**src/pkg/trf_map.svh**
```systemverilog
// register map, field positions, codes and counts of the response framer
`ifndef TRF_MAP_SVH
`define TRF_MAP_SVH
// ----------------------------------------------------------------
// register byte offsets
// ----------------------------------------------------------------
`define TRF_OFS_CONTROL 12'h000
`define TRF_OFS_BLOCK_LENGTH 12'h004
`define TRF_OFS_STATUS 12'h008
`define TRF_OFS_ACCEPT_COUNT 12'h00c
`define TRF_OFS_REJECT_COUNT 12'h010
`define TRF_OFS_READ_DATA0 12'h020
`define TRF_OFS_READ_DATA1 12'h024
`define TRF_OFS_READ_DATA2 12'h028
`define TRF_OFS_READ_DATA3 12'h02c
// ----------------------------------------------------------------
// control register fields and reset values
// ----------------------------------------------------------------
`define TRF_CTL_TWO_LANE 0
`define TRF_CTL_NODE_LSB 4
`define TRF_CTL_NODE_MSB 7
`define TRF_RST_TWO_LANE 1'h0
`define TRF_RST_NODE_ID 4'h1
`define TRF_RST_BLOCK_LENGTH 16'h0200
// status bits and the top bit of the 16-bit fields
`define TRF_STS_BUSY 0
`define TRF_STS_REJECT 1
`define TRF_STS_CODE_LSB 4
`define TRF_STS_CODE_MSB 6
`define TRF_HALF_MSB 15
// ----------------------------------------------------------------
// transfer mode bit positions
// ----------------------------------------------------------------
`define TRF_TM_DUPLEX 3
`define TRF_TM_LENGTH 2
`define TRF_TM_UNIT 1
`define TRF_TM_FIXED 0
// ----------------------------------------------------------------
// error categories
// ----------------------------------------------------------------
`define TRF_ERR_NONE 3'h0
`define TRF_ERR_STATE 3'h1
`define TRF_ERR_ARGUMENT 3'h2
`define TRF_ERR_GENERAL 3'h3
// ----------------------------------------------------------------
// payload length codes and packet sizes
// ----------------------------------------------------------------
`define TRF_PAYLOAD_LENGTH_CODE_ZERO 2'h0
`define TRF_PAYLOAD_LENGTH_CODE_ONE 2'h1
`define TRF_PAYLOAD_LENGTH_CODE_TWO 2'h2
`define TRF_RSP_HEAD_BYTES 5'h04
`define TRF_DWORD_BYTES 5'h04
`define TRF_RSP_MAX_BYTES 20
`define TRF_DWORD_BITS 6'h20
`endif

```
**src/pkg/trf_pkg.sv**
```systemverilog
// types shared by the response framer
package trf_pkg;
	// response sender phases
	typedef enum logic [0:0] {
		RSP_IDLE,
		RSP_SEND
	} trf_rsp_e;
	// one decoded command as delivered by the link layer
	typedef struct packed {
		logic isData; // data command, else control command
		logic isWrite; // write direction
		logic broadcast; // broadcast control packet
		logic forward; // addressed to another node
		logic [3:0] sourceNodeId; // requester node
		logic [2:0] transactionId; // transaction number
		logic [1:0] payloadLengthCode; // control payload length code
		logic [3:0] transferModeBits; // duplex, length, unit, fixed
		logic [31:0] transferLength; // length field when present
		logic [3:0][7:0] argumentBytes; // raw argument bytes
		logic stateError; // issued in an improper state
		logic argumentError; // other improper argument found
		logic generalError; // any other error
	} trf_cmd_s;
	// complete state of the framer
	typedef struct packed {
		trf_rsp_e rspState;
		logic [19:0][7:0] rspBuffer;
		logic [4:0] rspIndex;
		logic [4:0] rspCount;
		logic [7:0] respByte;
		logic respValid;
		logic respLast;
		logic cmdReady;
		logic forwardValid;
		trf_cmd_s forwardCmd;
		logic dataStart;
		logic dataWrite;
		logic [31:0] dataLength;
		logic [31:0] dataShift;
		logic [5:0] dataBits;
		logic dataBitValid;
		logic dataWordReady;
		logic twoLane;
		logic [3:0] nodeId;
		logic [15:0] blockLength;
		logic [3:0][31:0] readData;
		logic lastReject;
		logic [2:0] lastCode;
		logic [15:0] acceptCount;
		logic [15:0] rejectCount;
		logic pready;
		logic pslverr;
		logic [31:0] prdata;
	} trf_state_s;
endpackage

```
**src/rtl/trf_response_framer.sv**
```systemverilog
// command check, response packet builder and data bit serializer
//
// Notes on behaviour
// [RULE_01] only five transfer-mode patterns are accepted
// [RULE_02] fixed-address data access is always rejected
// [RULE_03] byte units need a transfer length
// [RULE_04] two-lane duplex with byte units rejected
// [RULE_05] reject flag zero on accept, one on reject
// [RULE_06] accept only commands now executing or queued
// [RULE_07] reject means an error stopped execution
// [RULE_08] accept echoes second and third argument bytes
// [RULE_09] control read payload follows length code
// [RULE_10] no payload for writes or data commands
// [RULE_11] payload sent as big-endian double words
// [RULE_12] destination is requester, transaction number kept
// [RULE_13] reject carries a three-bit error category
// [RULE_14] smallest error category wins
// [RULE_15] data length is block or transfer length
// [RULE_16] data least byte first, msb first
// [RULE_17] reserved bits driven zero except echo
// [RULE_18] forwarded packets keep reserved bits untouched
// [RULE_19] host uses reserved bits all nodes tolerate
// [RULE_20] two-lane request rejected when unsupported
// [RULE_21] byte units without length is argument error
// [RULE_22] never emit a reserved error category
// [RULE_23] rejected modes start no data transfer
`timescale 1ns/1ns
`include "trf_map.svh"
module trf_response_framer
	import trf_pkg::*;
(
	input wire logic clock,
	input wire logic reset,
	// apb slave
	input wire logic psel,
	input wire logic penable,
	input wire logic pwrite,
	input wire logic [11:0] paddr,
	input wire logic [31:0] pwdata,
	output logic pready,
	output logic pslverr,
	output logic [31:0] prdata,
	// decoded command from the link layer
	input wire logic cmdValid,
	input wire trf_cmd_s cmdIn,
	output logic cmdReady,
	// command passed on to the next node
	output logic forwardValid,
	output trf_cmd_s forwardCmd,
	// response byte stream
	output logic [7:0] respByte,
	output logic respValid,
	output logic respLast,
	input wire logic respReady,
	// data transfer grant
	output logic dataStart,
	output logic dataWrite,
	output logic [31:0] dataLength,
	// data payload serializer
	input wire logic dataWordValid,
	input wire logic [31:0] dataWord,
	output logic dataWordReady,
	output logic dataBit,
	output logic dataBitValid
);
	// ----------------------------------------------------------------
	// state
	// ----------------------------------------------------------------
	trf_state_s state; // registered state
	trf_state_s next_state; // next value of the state
	logic setupPhase; // apb setup cycle
	logic accessDone; // apb access completes this edge
	logic addrMapped; // address hits a register
	logic [31:0] readMux; // register read value
	logic cmdTaken; // command accepted into the framer
	logic modeError; // unavailable transfer mode
	logic argError; // any argument category error
	logic [2:0] errorCategory; // chosen error category
	logic rejectFlag; // response rejects the command
	logic [2:0] payloadWords; // read payload double words
	logic [4:0] byteIndex; // buffer index in fill loop
	logic [31:0] swappedWord; // word in bit transmit order
	logic respondNeeded; // command answers with a response
	logic dmBit; // duplex select
	logic lmBit; // length present
	logic tlumBit; // length unit select
	logic damBit; // fixed address access

	// ----------------------------------------------------------------
	// register read decode
	// ----------------------------------------------------------------
	// read mux, reserved bits zero
	always_comb begin
		addrMapped = 1'b1;
		readMux = 32'h0000_0000;
		case (paddr)
			`TRF_OFS_CONTROL: begin
				readMux[`TRF_CTL_TWO_LANE] = state.twoLane;
				readMux[`TRF_CTL_NODE_MSB:`TRF_CTL_NODE_LSB] = state.nodeId;
			end
			`TRF_OFS_BLOCK_LENGTH: begin
				readMux[`TRF_HALF_MSB:0] = state.blockLength;
			end
			`TRF_OFS_STATUS: begin
				// busy, last reject flag and category
				readMux[`TRF_STS_BUSY] = (state.rspState == RSP_SEND);
				readMux[`TRF_STS_REJECT] = state.lastReject;
				readMux[`TRF_STS_CODE_MSB:`TRF_STS_CODE_LSB] = state.lastCode;
			end
			`TRF_OFS_ACCEPT_COUNT: begin
				readMux[`TRF_HALF_MSB:0] = state.acceptCount;
			end
			`TRF_OFS_REJECT_COUNT: begin
				readMux[`TRF_HALF_MSB:0] = state.rejectCount;
			end
			`TRF_OFS_READ_DATA0: begin
				readMux = state.readData[0];
			end
			`TRF_OFS_READ_DATA1: begin
				readMux = state.readData[1];
			end
			`TRF_OFS_READ_DATA2: begin
				readMux = state.readData[2];
			end
			`TRF_OFS_READ_DATA3: begin
				readMux = state.readData[3];
			end
			default: begin
				// unmapped address answers with an error
				addrMapped = 1'b0;
			end
		endcase
	end

	// ----------------------------------------------------------------
	// command check
	// ----------------------------------------------------------------
	// transfer mode decode and error ranking
	always_comb begin
		dmBit = cmdIn.transferModeBits[`TRF_TM_DUPLEX];
		lmBit = cmdIn.transferModeBits[`TRF_TM_LENGTH];
		tlumBit = cmdIn.transferModeBits[`TRF_TM_UNIT];
		damBit = cmdIn.transferModeBits[`TRF_TM_FIXED];
		modeError = 1'b0;
		if (cmdIn.isData) begin
			// patterns outside the available set
			if (damBit) begin
				modeError = 1'b1; // [RULE_02] [RULE_01]
			end
			if (tlumBit && !lmBit) begin
				modeError = 1'b1; // [RULE_03] [RULE_21]
			end
			if (dmBit && tlumBit) begin
				modeError = 1'b1; // [RULE_04]
			end
			if (dmBit && !state.twoLane) begin
				modeError = 1'b1; // [RULE_20]
			end
			// zero or oversize byte length counts as missing
			if (tlumBit && lmBit && ((cmdIn.transferLength == 32'h0) ||
					(cmdIn.transferLength > {16'h0, state.blockLength}))) begin
				modeError = 1'b1; // [RULE_21]
			end
		end
		argError = modeError || cmdIn.argumentError;
		// smallest category reported, only defined codes
		if (cmdIn.stateError) begin
			errorCategory = `TRF_ERR_STATE; // [RULE_14] [RULE_13]
		end else if (argError) begin
			errorCategory = `TRF_ERR_ARGUMENT; // [RULE_14] [RULE_13]
		end else if (cmdIn.generalError) begin
			errorCategory = `TRF_ERR_GENERAL; // [RULE_13] [RULE_22]
		end else begin
			errorCategory = `TRF_ERR_NONE;
		end
		rejectFlag = (errorCategory != `TRF_ERR_NONE); // [RULE_07]
		// read payload size from the length code
		case (cmdIn.payloadLengthCode)
			`TRF_PAYLOAD_LENGTH_CODE_ZERO: payloadWords = 3'h0;
			`TRF_PAYLOAD_LENGTH_CODE_ONE: payloadWords = 3'h1;
			`TRF_PAYLOAD_LENGTH_CODE_TWO: payloadWords = 3'h2;
			default: payloadWords = 3'h4;
		endcase
		// bytes reordered so bit 7 of the low byte goes first
		swappedWord = {dataWord[7:0], dataWord[15:8],
			dataWord[23:16], dataWord[31:24]}; // [RULE_16]
	end

	// ----------------------------------------------------------------
	// next state
	// ----------------------------------------------------------------
	// all state updates
	always_comb begin
		next_state = state;
		byteIndex = 5'h00;
		setupPhase = psel && !penable;
		accessDone = psel && penable && state.pready;
		cmdTaken = cmdValid && state.cmdReady;
		respondNeeded = !cmdIn.forward && !cmdIn.broadcast;
		// one-cycle pulses drop by default
		next_state.forwardValid = 1'b0;
		next_state.dataStart = 1'b0;
		// apb: ready one cycle after setup
		if (setupPhase) begin
			next_state.pready = 1'b1;
			next_state.pslverr = !addrMapped;
			next_state.prdata = readMux;
		end else if (accessDone) begin
			next_state.pready = 1'b0;
			next_state.pslverr = 1'b0;
			if (pwrite) begin
				case (paddr)
					`TRF_OFS_CONTROL: begin
						next_state.twoLane = pwdata[`TRF_CTL_TWO_LANE];
						next_state.nodeId =
							pwdata[`TRF_CTL_NODE_MSB:`TRF_CTL_NODE_LSB];
					end
					`TRF_OFS_BLOCK_LENGTH: begin
						next_state.blockLength = pwdata[`TRF_HALF_MSB:0];
					end
					`TRF_OFS_READ_DATA0: next_state.readData[0] = pwdata;
					`TRF_OFS_READ_DATA1: next_state.readData[1] = pwdata;
					`TRF_OFS_READ_DATA2: next_state.readData[2] = pwdata;
					`TRF_OFS_READ_DATA3: next_state.readData[3] = pwdata;
					default: begin
						// counters and status are read only
					end
				endcase
			end
		end
		case (state.rspState)
			RSP_IDLE: begin
				if (cmdTaken && !respondNeeded) begin
					// pass through, reserved bits untouched
					next_state.forwardValid = 1'b1; // [RULE_18]
					next_state.forwardCmd = cmdIn; // [RULE_18]
				end else if (cmdTaken) begin
					// header: requester becomes destination
					next_state.rspBuffer = '0; // [RULE_17]
					next_state.rspBuffer[0] =
						{cmdIn.sourceNodeId, state.nodeId}; // [RULE_12]
					next_state.rspBuffer[1] =
						{5'h00, cmdIn.transactionId}; // [RULE_12]
					next_state.rspCount = `TRF_RSP_HEAD_BYTES;
					if (rejectFlag) begin
						// reject: flag and category, rest zero
						next_state.rspBuffer[2] = 8'h80; // [RULE_05]
						next_state.rspBuffer[3] =
							{5'h00, errorCategory}; // [RULE_13]
						next_state.rejectCount = state.rejectCount + 16'h1;
					end else begin
						// accept: flag low and argument echo
						next_state.rspBuffer[2] = {1'b0,
							cmdIn.argumentBytes[1][6:0]}; // [RULE_05] [RULE_08]
						next_state.rspBuffer[3] =
							cmdIn.argumentBytes[2]; // [RULE_08]
						next_state.acceptCount = state.acceptCount + 16'h1;
						if (!cmdIn.isData && !cmdIn.isWrite) begin
							// read data as big-endian double words
							for (int w = 0; w < 4; w++) begin
								if (w < int'(payloadWords)) begin
									for (int k = 0; k < 4; k++) begin
										byteIndex = 5'(4 + 4 * w + k);
										next_state.rspBuffer[byteIndex] =
											state.readData[w][31 - 8 * k -: 8]; // [RULE_11]
									end
								end
							end
							next_state.rspCount = `TRF_RSP_HEAD_BYTES +
								5'(payloadWords) * `TRF_DWORD_BYTES; // [RULE_09]
						end
						// writes and data commands end at header, [RULE_10]
						if (cmdIn.isData) begin
							// grant the transfer only once accepted
							next_state.dataStart = 1'b1; // [RULE_23] [RULE_06]
							next_state.dataWrite = cmdIn.isWrite;
							next_state.dataLength =
								cmdIn.transferModeBits[`TRF_TM_UNIT] ?
								cmdIn.transferLength :
								{16'h0, state.blockLength}; // [RULE_15]
						end
					end
					next_state.lastReject = rejectFlag;
					next_state.lastCode = errorCategory;
					next_state.respByte = next_state.rspBuffer[0];
					next_state.respValid = 1'b1;
					next_state.respLast = 1'b0;
					next_state.rspIndex = 5'h01;
					next_state.rspState = RSP_SEND;
				end
			end
			RSP_SEND: begin
				// advance one byte per accepted handshake
				if (state.respValid && respReady) begin
					if (state.rspIndex == state.rspCount) begin
						next_state.respValid = 1'b0;
						next_state.respLast = 1'b0;
						next_state.respByte = 8'h00;
						next_state.rspState = RSP_IDLE;
					end else begin
						next_state.respByte = state.rspBuffer[state.rspIndex];
						next_state.respLast =
							(state.rspIndex == state.rspCount - 5'h01);
						next_state.rspIndex = state.rspIndex + 5'h01;
					end
				end
			end
			default: begin
				next_state.rspState = RSP_IDLE;
			end
		endcase
		next_state.cmdReady = (next_state.rspState == RSP_IDLE) &&
			!(cmdTaken && respondNeeded);
		// data serializer: one bit per clock
		if (state.dataBitValid) begin
			next_state.dataShift = {state.dataShift[30:0], 1'b0}; // [RULE_16]
			next_state.dataBits = state.dataBits - 6'h01;
			if (state.dataBits == 6'h01) begin
				next_state.dataBitValid = 1'b0;
				next_state.dataWordReady = 1'b1;
			end
		end else if (dataWordValid && state.dataWordReady) begin
			next_state.dataShift = swappedWord; // [RULE_16]
			next_state.dataBits = `TRF_DWORD_BITS;
			next_state.dataBitValid = 1'b1;
			next_state.dataWordReady = 1'b0;
		end
	end

	// ----------------------------------------------------------------
	// state register
	// ----------------------------------------------------------------
	// reset values, then register the next state
	always_ff @(posedge clock or posedge reset) begin
		if (reset) begin
			state <= '0;
			state.rspState <= RSP_IDLE;
			state.cmdReady <= 1'b1;
			state.dataWordReady <= 1'b1;
			state.twoLane <= `TRF_RST_TWO_LANE;
			state.nodeId <= `TRF_RST_NODE_ID;
			state.blockLength <= `TRF_RST_BLOCK_LENGTH;
		end else begin
			state <= next_state;
		end
	end

	// ----------------------------------------------------------------
	// outputs straight from the state register
	// ----------------------------------------------------------------
	assign pready = state.pready;
	assign pslverr = state.pslverr;
	assign prdata = state.prdata;
	assign cmdReady = state.cmdReady;
	assign forwardValid = state.forwardValid;
	assign forwardCmd = state.forwardCmd;
	assign respByte = state.respByte;
	assign respValid = state.respValid;
	assign respLast = state.respLast;
	assign dataStart = state.dataStart;
	assign dataWrite = state.dataWrite;
	assign dataLength = state.dataLength;
	assign dataWordReady = state.dataWordReady;
	assign dataBit = state.dataShift[31];
	assign dataBitValid = state.dataBitValid;
endmodule

```
**config.mk**
```make
export PLATFORM = sky130hd
export DESIGN_NAME = trf_response_framer
export DESIGN_NICKNAME = d
export VERILOG_FILES = /design/src/pkg/trf_pkg.sv /design/src/rtl/trf_response_framer.sv
export VERILOG_INCLUDE_DIRS = /design/src /design/src/pkg
export SDC_FILE = /design/constraint.sdc
export NUM_CORES = 1
export LEC_CHECK = 0
export BUFFER_PORTS_ARGS = -buffer_cell sky130_fd_sc_hd__buf_2
export CAP_MARGIN = 20
export CORE_MARGIN = 2
export CORE_UTILIZATION = 52
export CTS_CLUSTER_SIZE = 12
export DETAILED_ROUTE_END_ITERATION = 10
export HOLD_SLACK_MARGIN = 0.15
export PLACE_DENSITY_LB_ADDON = 0.2
export SKIP_CTS_REPAIR_TIMING = 1
export SYNTH_ARGS = -nofsm -noshare
export SYNTH_HDL_FRONTEND = slang
export SYNTH_SLANG_ARGS = --single-unit
```
**constraint.sdc**
```tcl
create_clock -name clock -period 15.7 [get_ports clock]
set_input_delay 0.785 -clock clock [delete_from_list [all_inputs] [get_ports clock]]
set_output_delay 0.785 -clock clock [all_outputs]
set_load 0.01 [all_outputs]
```
# [Word-level counts from Yosys, hierarchy flattened]
# Cells that the tools add are included.
[word_totals] ff_bits=555 inputBits=168 output_inout_bits=167 word_cells=205
[op_classes] add_sub_neg=6 magnitude_cmp=6 n_eq_ne=19 muxes=54 bitwise_logic=5 n_reduce_logical=50
[ops] operator="181-bit two-way mux" n=2
[ops] operator="128-bit two-way mux" n=2
[ops] operator="32-bit two-way mux" n=5
[ops] operator="34-bit two-way mux" n=4
[ops] operator="119-bit two-way mux" n=1
[ops] operator="85-bit two-way mux" n=1
[ops] operator="40-bit two-way mux" n=2
[ops] operator="16-bit one-hot mux with 4 select lines" n=1
[ops] operator="8-bit one-hot mux with 7 select lines" n=1
[ops] operator="12-bit by 6-bit equality test with 1-bit output, second input constant" n=4
[ops] operator="8-bit binary-select mux with 5-bit select" n=1
[ops] operator="4-bit AND reduction" n=10
[ops] operator="16-bit by 1-bit adder with 16-bit output, second input constant" n=2
[ops] operator="32-bit by 16-bit greater-than comparator with 1-bit output" n=1
[ops] operator="32-bit logical NOT" n=1
[ops] operator="3-bit one-hot mux with 9 select lines" n=1
[ops] operator="12-bit by 4-bit equality test with 1-bit output, second input constant" n=2
[ops] operator="5-bit two-way mux" n=4
[ops] operator="10-bit one-hot mux with 2 select lines" n=1
[ops] operator="1-bit logical AND" n=16
[ops] operator="16-bit two-way mux" n=1
[ops] operator="8-bit two-way mux" n=2
[ops] operator="1-bit one-hot mux with 8 select lines" n=2
[ops] operator="2-bit one-hot mux with 7 select lines" n=1
[ops] operator="other kinds (33)" n=72

# [Logic depth before layout (Yosys ltp)]
# Gate-level depths: netlist of run 1.
[logic_depth] depth_word=17 depth_mapped=12 ltp_nobuf=9

# [Worst setup path before layout of run 1]
# OpenSTA, ideal clock, no wires.
[synth_path] path_type="input-to-reg" startpoint="in cmdIn[46] in the netlist's numbering" endpoint="reg state[65] in the netlist's numbering" setup_ns=0.123 arrival_time_ns=2.952 t_required_ns=15.577 path_slack_ns=12.625 stages=8 path_buffers=0 path_cell_list="ha_1 > a21oi_1 > o21ai_1 > a221o_1 > o31ai_2 > nand4_1 > or4_1 > xnor2_1"
[synth_between] elab_chain_cells=11 elab_cells_between_ends=12 cone_classes="order compare (1); mux (4); bitwise (1); reduce/logical (6)"
[synth_rtl] item="start, declared" line="trf_response_framer.sv:45" source="input wire trf_cmd_s cmdIn,"
[synth_rtl] item="32-bit by 16-bit greater-than comparator with 1-bit output or 32-bit logical NOT (tied branches)" line="trf_response_framer.sv:161, trf_response_framer.sv:160"
[synth_rtl] item="1-bit logical OR *" line="trf_response_framer.sv:160" source="if (tlumBit && lmBit && ((cmdIn.transferLength == 32'h0) ||"
[synth_rtl] item="1-bit logical AND *" line="trf_response_framer.sv:160"
[synth_rtl] item="1-bit two-way mux *" line="trf_response_framer.sv:160"
[synth_rtl] item="1-bit two-way mux *" line="trf_response_framer.sv:145" source="if (cmdIn.isData) begin"
[synth_rtl] item="1-bit logical OR *" line="trf_response_framer.sv:165" source="argError = modeError || cmdIn.argumentError;"
[synth_rtl] item="2-bit two-way mux *" line="trf_response_framer.sv:169" source="end else if (argError) begin"
[synth_rtl] item="2-bit two-way mux *" line="trf_response_framer.sv:167" source="if (cmdIn.stateError) begin"
[synth_rtl] item="3-bit nonzero test (no line) *"
[synth_rtl] item="1-bit inverter (no line) *"
[synth_rtl] item="4-bit AND reduction (no line) *"
[synth_rtl] item="end signal, assigned" line="trf_response_framer.sv:344" source="state <= next_state;"
[synth_rtl] item="end, declared" line="trf_response_framer.sv:69" source="trf_state_s state;"
# Mark *: on every way between the ends. The rest lies on a longest branch, timed or not.
# A chain may end at the register's enable or synchronous reset.

# [Final worst setup path of run 1]
[layout_path] startpoint="reg, netlist name cmdReady" endpoint="reg state[513] in the netlist's numbering"
[layout_between] elab_chain_cells=4
[layout_rtl] item="1-bit logical AND *" line="trf_response_framer.sv:198" source="cmdTaken = cmdValid && state.cmdReady;"
[layout_rtl] item="1-bit logical AND" line="trf_response_framer.sv:233" source="if (cmdTaken && !respondNeeded) begin"
[layout_rtl] item="1-bit inverter (no line)"
[layout_rtl] item="3-bit AND reduction (no line) *"
# Marks and branches as above.

==> results of run 1 <==
worst max-delay path, delay by kind of cell (launching register included):
family | cells | cell delay (ps)
flops | 1 | 530
buf+inv | 2 | 1000
compound gates | 1 | 240
simple gates | 6 | 2390
through the flow:
step | instances | util [%] | cell area (um^2) | hold WS [ps] | total power, mW
2_1_floorplan | 1999 | - | 25100 | 434 | 2.39
3_3_place_gp | 2687 | 54.6 | 26100 | 454 | 2.49
3_5_place_dp | 2688 | 54.6 | 26100 | 458 | 2.52
4_1_cts | 2793 | 58.6 | 28000 | 99.1 | 3.90
5_1_grt | 2796 | 58.7 | 28000 | 377 | 4.05
6_report | 2798 | 58.8 | 28100 | 377 | 3.87
worst paths after layout:
path	startpoint	to	slack (ps)
worst max-delay path	cmdReady	state[513]	11390
worst min-delay path	cmdIn[73]	state[407]	380
worst max register to register	cmdReady	state[513]	11390
worst min register to register	prdata[26]	prdata[26]	470
max in group asynchronous	reset	state[541]	12200
min in group asynchronous	reset	dataLength[31]	660
final cells by class:
class	instances	share of cell area (%)
Sequential cell	551	49.2
Inverter	50	0.682
Tap cell	615	2.74
Multi-Input combinational cell	1113	33.6
Antenna cell	2	0.0178
Clock buffer	94	6.23
Timing Repair Buffer	362	6.97
Clock inverter	11	0.611
registers in the layout, indices dropped and copies added, names as in the netlist, 8 cells and up:
name	count
respByte	8
forwardCmd	84
dataLength	32
state	384
prdata	32
report_power, final:
| group | internal (mW) | total (mW) | switching [mW] |
|---|---|---|---|
| logic | 0.338 | 0.738 | 0.400 |
| clock network | 0.809 | 1.38 | 0.575 |
| registers | 1.62 | 1.75 | 0.136 |
| total | 2.76 | 3.87 | 1.11 |
cells in the final DEF (no fill, tap or decap), drive strengths merged, types with 6 or more instances in the layout:
cell,instances
a21oi,18
mux4,43
o22ai,9
dfrtp,547
mux2,221
xor2,15
a221o,12
nand4,17
nand2b,6
nor3,11
nand3,44
o21ai,110
xnor2,23
buf,361
inv,51
a32o,32
clkinv,6
and3,11
mux2i,69
ha,27
clkbuf,94
nor4,20
and2,22
nand2,153
a222oi,14
a22o,141
a221oi,23
nor2,27
metal layers:
metal,vias up,global-route usage (%)
li1,7437,-
met1,8705,38.6
met2,572,41.7
met3,95,5.75
met4,2,7.76
met5,-,0
cell families (layout without fill, tap and decap cells):
logic type | after synthesis | count (layout)
other | 0 | 2
and+or+nand+nor | 332 | 332
xor gates and xnor gates | 38 | 38
buffers and inverters | 335 | 517
AOI/OAI and AO/OA | 383 | 383
muxes | 333 | 333
adders and majority gates | 27 | 27
DFF | 551 | 551
==> out/metrics.csv, run 1 <==
metric,value,unit
"Data arrival, critical path",4870,ps
syn nets,2194,
CTS max path bufs,3,
peak per-stage delay on the critical path,880,ps
Simple-Gate Fraction of Synth Area,6.49,%
clk_lat worst skew,630,ps
Filler Cell Count,3855,
Die Span X,224,um
# IOs,335,
Seq cells post-synth,551,
Slew headroom,24.7,%
CTS clock-pin slew for the worst setup and hold paths,60,ps
Area Growth Syn to Fin,11.6,%
sequential area share after synthesis,54.9,%
Yosys top cell area share,54.5,%
H-tree levels,2,
mux contribution to synthesized area,16.5,%
unrepaired setup endpoints after global routing,no,
met3 routed WL,4.80,mm
fraction of layout cells with a size suffix above 1,33.9,%
Synth top cells by count,"dfrtp_1, mux2_2, buf_4",
die span in y,224,um
R2R cell count,9,
Final WS setup,11390,ps
Lkg Pwr,13.8,nW
gr usage total,26.9,%
synthesized area,0.0251,mm^2
GRT overflow,0,
Post-synth ARST share,100,%
largest net degree at the start of global routing,206,
CP Class,flop to flop,
Max VDD drop,0.104,mV
initial drt markers,1399,
xor/xnor share of the synthesized area,1.32,%
DR DRC count,0,
Synth Warn #,0,
CTS tree,built,
initial core utilization,52.6,%
mean routed wirelength per cell,23.9,um
top-count cell post-synth,dfrtp_1,
Post-synth EDFFs,0,
Final period util,27.4,%
Num CTS Buffers,58,
initial antenna violation count,1,
die area,0.0501,mm^2
# setup viols final,0,
most frequent CP cell,buf_4,
routed wl met2,30.8,mm
Tmin final,4310,ps
worst-margin pin slew,1130,ps
highest routed metal layer,met5,
Slew Limit Fails,0,
crit end category,flop,
Power Density,138,mW/mm^2
ys flop type,dfrtp_1,
fmax,232,MHz
Compound-Gate Fraction of Synth Area,11.5,%
"area leader, netlist",dfrtp_1,
global-route wire length before repair,103,mm
CP Data Required Time,16270,ps
ANT nets after route,0,
drt first pass iters,7,
Port Buffers,334,
core area,0.0477,mm^2
outcome,"finished, final reports clean",
Critical Path Slowest Stage Cell,and2_1,
vias per cell,6.01,
HP Class,input port to flop,
Metal-1 WL,29.8,mm
nets@finish,2331,
drt total wl,67.0,mm
setup_tns,0,ps
Worst Path Max Fanout,85,
clock tree sinks,551,
Syn Area/Cell,12.6,um^2
ranking of synthesized cells by area,"dfrtp_1, mux2_2, a22o_1, buf_4, mux4_2",
"Distinct cells, synth",58,
Post-Synth Adder-Cell Area,1.34,%
clk root buf,clkbuf_16,
detailed placement HPWL,45.5,mm
critical path launch point type,flop,
GP Congestion,0.834,
Final Skew,13.2,ps
"Hold Vio Cnt, Final",0,
worst slack at placement,11040,ps
vias,16800,
placement row count,80,
register area,0.0138,mm^2
Hold Crit Depth,3,
area of the multi-input gates,0.00942,mm^2
Max-Cap Viols,0,
main combinational cell family by area after synthesis,multiplexers,
synthesized instance count,1999,
CP Cell Sequence,"nand2_1, or4_4, buf_4, or3_4, nor4_4, and2_1, and3_2, buf_4, a22o_1",
vias in the first global route,17000,
Power figures use the tool's default switching activity.
==> run 2: changes to the inputs <==
==> constraint.sdc (replaced) <==
create_clock -name clock -period 3.6 [get_ports clock]
set_input_delay 0.18 -clock clock [delete_from_list [all_inputs] [get_ports clock]]
set_output_delay 0.18 -clock clock [all_outputs]
set_load 0.01 [all_outputs]
==> run 2 against run 1 <==
Effect of this change:
- die area unchanged
- fmax up 30%
- clock power rose to 4.3 times the previous value
- wire length up 4.3%
- design area up 5.9%
- global-route usage up 0.064 points
- sequential share of layout area down 2.7 points
- critical endpoint is now state[423]
==> out/metrics.csv, run 2 (synthesis results as in run 1) <==
metric,value,unit,change
Power Density,573,mW/mm^2,+310%
RR Startpoint,state[207],,
global-route wire length before repair,104,mm,+0.62%
clk_lat worst skew,610,ps,-20 ps
GP Congestion,0.854,,+2.5%
"most common cell after layout, fill and taps aside",dfrtp_1,,
most frequent cells in the layout,"dfrtp_1, buf_2, mux2_2",,
Max-Cap Viols,0,,unchanged
die area,0.0501,mm^2,unchanged
Final period util,92.2,%,+65 points
outcome,"finished, final reports clean",,
DR DRC count,0,,unchanged
DP Area,0.0263,mm^2,+0.73%
drt total wl,69.8,mm,+4.3%
HP Class,input port to flop,,
Final Util,62.2,%,+3.4 points
Tmin final,3320,ps,-989 ps
# IOs,335,,unchanged
largest net degree at the start of global routing,165,,-20%
Die Span X,224,um,unchanged
fmax,301,MHz,+30%
worst slack at placement,513,ps,"-10,530 ps"
fraction of layout cells with a size suffix above 1,31.6,%,-2.3 points
crit end category,flop,,
drt first pass iters,6,,-1
initial antenna violation count,4,,+3
"Hold Vio Cnt, Final",0,,unchanged
CP Class,flop to flop,,
clk root buf,clkbuf_16,,
GRT overflow,0,,unchanged
vias per cell,5.99,,-0.24%
initial drt markers,1555,,+11%
ANT nets after route,0,,unchanged
number of flip-flops under the largest register name,384,,unchanged
"Data arrival, critical path",3870,ps,-1000 ps
Slew Limit Fails,0,,unchanged
CTS tree,built,,
unrepaired setup endpoints after global routing,no,,
Final WS setup,282,ps,"-11,110 ps"
detailed placement HPWL,46.0,mm,+1.0%
worst-margin pin slew,853,ps,-277 ps
Area Growth Syn to Fin,18.2,%,
# setup viols final,0,,unchanged
Final Skew,16.0,ps,+2.83 ps
crit path launch,state[207],,
H-tree levels,2,,unchanged
die span in y,224,um,unchanged
nets@finish,2500,,+7.3%
mean routed wirelength per cell,23.5,um,-1.7%
Worst Path Max Fanout,15,,-82%
post-route cell area,0.0297,mm^2,+5.9%
critical path launch point type,flop,,
vias,17800,,+5.8%
placement row count,80,,unchanged
Slew headroom,43.1,%,+18 points
initial core utilization,52.6,%,unchanged
most flop-heavy register,state,,
gr usage total,27.0,%,+0.064 points
Max VDD drop,0.668,mV,+540%
CTS clock-pin slew for the worst setup and hold paths,60,ps,about the same
clock tree sinks,551,,unchanged
Port Buffers,334,,unchanged
Lkg Pwr,14.5,nW,+5.1%
hold_sp,penable,,
vias in the first global route,17100,,+0.79%
CTS max path bufs,3,,unchanged
Num CTS Buffers,57,,-1.7%
CP Data Required Time,4150,ps,"-12,120 ps"
core area,0.0477,mm^2,unchanged
[run 2: final timing paths]
| path | endpoint | slack [ps] | cells past startpoint |
|---|---|---|---|
| max | state[423] | 280 | 11 |
| min | pready | 140 | 3 |
| max reg2reg | state[423] | 280 | 11 |
| min reg2reg | state[65] | 470 | 1 |
| max in group asynchronous | prdata[28] | 2380 | 4 |
| min in group asynchronous | dataLength[30] | 160 | 3 |
[run 2: report_power, final]
part           internal, mW  switching [mW]  total (mW)
logic                  1.61            1.82        3.44
registers              7.05           0.642        7.69
clock network          3.44            2.43        5.88
total                  12.1            4.90        17.0
[run 2: critical path, stage by stage (launching register included)]
cell and delay, ps:
dfstp_2 560, inv_1 60, ha_1 290, a21oi_1 140
o21ai_1 90, a221o_1 380, o31ai_2 180, buf_4 180
and2_1 350, buf_4 310, a22o_1 170, dlygate4sd3_1 540
[run 2: final cells by class]
class,instances,area [um^2]
Timing Repair Buffer,532,3690
Multi-Input combinational cell,1113,9400
Fill cell,3690,18000
Tap cell,615,769
Clock buffer,94,1680
Clock inverter,11,165
Antenna cell,1,2.50
Sequential cell,551,13800
Inverter,50,191
[run 2: metal layers]
| metal | vias up | wire, um | GRT usage (%) |
|---|---|---|---|
| li1 | 7776 | - | - |
| met2 | 724 | 33000 | 41.6 |
| met5 | - | 16 | 0 |
| met4 | 2 | 2210 | 9.14 |
| met3 | 141 | 4740 | 5.36 |
| met1 | 9141 | 29800 | 38.6 |
[run 2: stage by stage]
stage	cells	hold slack, ps	power, mW	setup TNS [ps]
final	2967	145	17.0	0
after CTS	2807	-400	16.9	0
after detailed placement	2702	249	11.0	0
after global placement	2702	234	10.9	0
after global routing	2967	169	17.8	0
after floorplan	1999	230	10.4	-2236680
==> run 3: changes to the inputs <==
--- a/config.mk
+++ b/config.mk
@@ -6,7 +6,7 @@
 export SDC_FILE = /design/constraint.sdc
 export NUM_CORES = 1
 export LEC_CHECK = 0
-export BUFFER_PORTS_ARGS = -buffer_cell sky130_fd_sc_hd__buf_2
+export BUFFER_PORTS_ARGS = -buffer_cell sky130_fd_sc_hd__buf_4
 export CAP_MARGIN = 20
 export CORE_MARGIN = 2
 export CORE_UTILIZATION = 52
==> run 3 against run 2 <==
Effect of this change:
- worst hold slack worse by 51 ps
- fmax is 0.67% higher
- non-clock buffer count increased by 5
- total power is 2.8% higher
- clock power grew 2%
- first-iteration DRC count is 8.0% lower
- sequential power hardly changed
- flip-flop and latch count unchanged
- combinational power increased by 9.6%
- clock skew is 3.7 ps higher
- worst setup slack improved by 22 ps
- final cell count increased by 0.20%
- highest routed layer is now met4
==> out/metrics.csv, run 3 (synthesis results as in run 1) <==
metric,value,unit,change
outcome,"finished, final reports clean",,
CTS clock-pin slew for the worst setup and hold paths,60,ps,about the same
core area,0.0477,mm^2,unchanged
vias,17700,,-0.64%
HP Class,input port to flop,,
fraction of layout cells with a size suffix above 1,31.9,%,+0.37 points
worst-margin pin slew,908,ps,+54.8 ps
Slew headroom,39.5,%,-3.7 points
clock tree sinks,551,,unchanged
Num CTS Buffers,58,,+1.8%
setup_tns,0,ps,unchanged
"Hold Vio Cnt, Final",0,,unchanged
Post-Layout Cell Count,2973,,+0.20%
# setup viols final,0,,unchanged
fmax,303,MHz,+0.67%
drt total wl,70.4,mm,+0.89%
Tmin final,3300,ps,-22.0 ps
vias per cell,5.94,,-0.84%
die area,0.0501,mm^2,unchanged
Inst Count DP,2704,,+0.074%
mean routed wirelength per cell,23.7,um,+0.69%
DP Area,0.0271,mm^2,+3.3%
Die Span X,224,um,unchanged
Port Buffers,334,,unchanged
Power Density,570,mW/mm^2,-0.41%
Hold WS,94.0,ps,-50.8 ps
Final Skew,19.8,ps,+3.73 ps
gr usage total,26.9,%,-0.035 points
GRT overflow,0,,unchanged
unrepaired setup endpoints after global routing,no,,
clk_lat worst skew,610,ps,about the same
CP Class,flop to flop,,
initial drt markers,1430,,-8.0%
drt first pass iters,6,,unchanged
Lkg Pwr,14.7,nW,+1.8%
global-route wire length before repair,104,mm,-0.43%
ANT nets after route,0,,unchanged
most frequent cells in the layout,"dfrtp_1, buf_4, mux2_2",,
Max-Cap Viols,0,,unchanged
GP Congestion,0.893,,+4.5%
area of the multi-input gates,0.00940,mm^2,unchanged
H-tree levels,2,,unchanged
post-route cell area,0.0306,mm^2,+3.2%
Final period util,91.6,%,-0.61 points
most flop-heavy register,state,,
initial antenna violation count,3,,-1
Slew Limit Fails,0,,unchanged
number of flip-flops under the largest register name,384,,unchanged
crit end category,flop,,
clk root buf,clkbuf_16,,
"most common cell after layout, fill and taps aside",dfrtp_1,,
critical path launch point type,flop,,
# IOs,335,,unchanged
initial core utilization,52.6,%,unchanged
DR DRC count,0,,unchanged
CP Data Required Time,4150,ps,about the same
placement row count,80,,unchanged
detailed placement HPWL,46.6,mm,+1.3%
Worst Path Max Fanout,65,,+50
vias in the first global route,17000,,-0.94%
Filler Cell Count,3544,,-4.0%
"Data arrival, critical path",3840,ps,-30 ps
largest net degree at the start of global routing,166,,+0.61%
Final WS setup,304,ps,+22.0 ps
register area,0.0138,mm^2,unchanged
CTS tree,built,,
worst slack at placement,294,ps,-220 ps
Area Growth Syn to Fin,22.0,%,
nets@finish,2506,,+0.24%
die span in y,224,um,unchanged
CTS max path bufs,3,,unchanged
Max VDD drop,0.487,mV,-27%
run 3: cell types whose count changed in the layout (fill, tap and decap cells not counted), sizes merged:
cell | previous run | this run
clkbuf | 94 | 88
buf | 373 | 375
inv | 51 | 50
clkinv | 4 | 11
dlygate4sd3 | 159 | 162
clkinvlp | 2 | 1
diode | 1 | 3
run 3: critical path: stages, from the launching register on:
cell and delay [ps]:
dfstp_2 540, inv_1 50, ha_1 290, a21oi_1 140, o21ai_1 90, a221o_1 370, o31ai_2 510, and2_1 430
and3_2 270, buf_12 300, a22o_1 190
run 3: power breakdown:
group	leakage, nW	total (mW)	switching [mW]	internal [mW]
registers	7.35	7.72	0.667	7.05
logic	6.45	3.77	1.82	1.95
clock network	0.938	5.99	2.46	3.53
total	14.7	17.5	4.94	12.5
run 3: path summary, 6_finish.rpt:
kind                       startpoint            end  slack [ps]  cells after the start
min in group asynchronous       reset     state[211]         300                      3
hold reg to reg            state[405]     state[405]         480                      2
setup / recovery           state[207]     state[546]         300                     10
hold / removal               paddr[5]      prdata[7]          90                      5
setup reg to reg           state[207]     state[546]         300                     10
max in group asynchronous       reset  dataWordReady        2210                      5
run 3: metrics by stage:
| step | power (mW) | utilization (%) |
|---|---|---|
| detailed placement | 11.4 | 56.8 |
| global placement | 11.3 | 56.8 |
| floorplan | 10.4 | - |
| global route | 18.2 | 64.2 |
| finish | 17.5 | 64.2 |
| CTS | 17.4 | 60.8 |
run 3: area by class of cell:
cell class,instances,area share [%]
Antenna cell,3,0.0245
Clock inverter,16,0.600
Sequential cell,551,45.0
Tap cell,615,2.51
Inverter,50,0.625
Multi-Input combinational cell,1113,30.7
Clock buffer,88,5.57
Timing Repair Buffer,537,15.0
run 3: routing by layer:
layer | share of wire (%) | vias up | track usage, %
met3 | 7.4 | 120 | 6.06
li1 | - | 7783 | -
met2 | 48 | 661 | 42.9
met5 | 0 | - | 0
met4 | 2.3 | 0 | 6.37
met1 | 42 | 9107 | 37.9
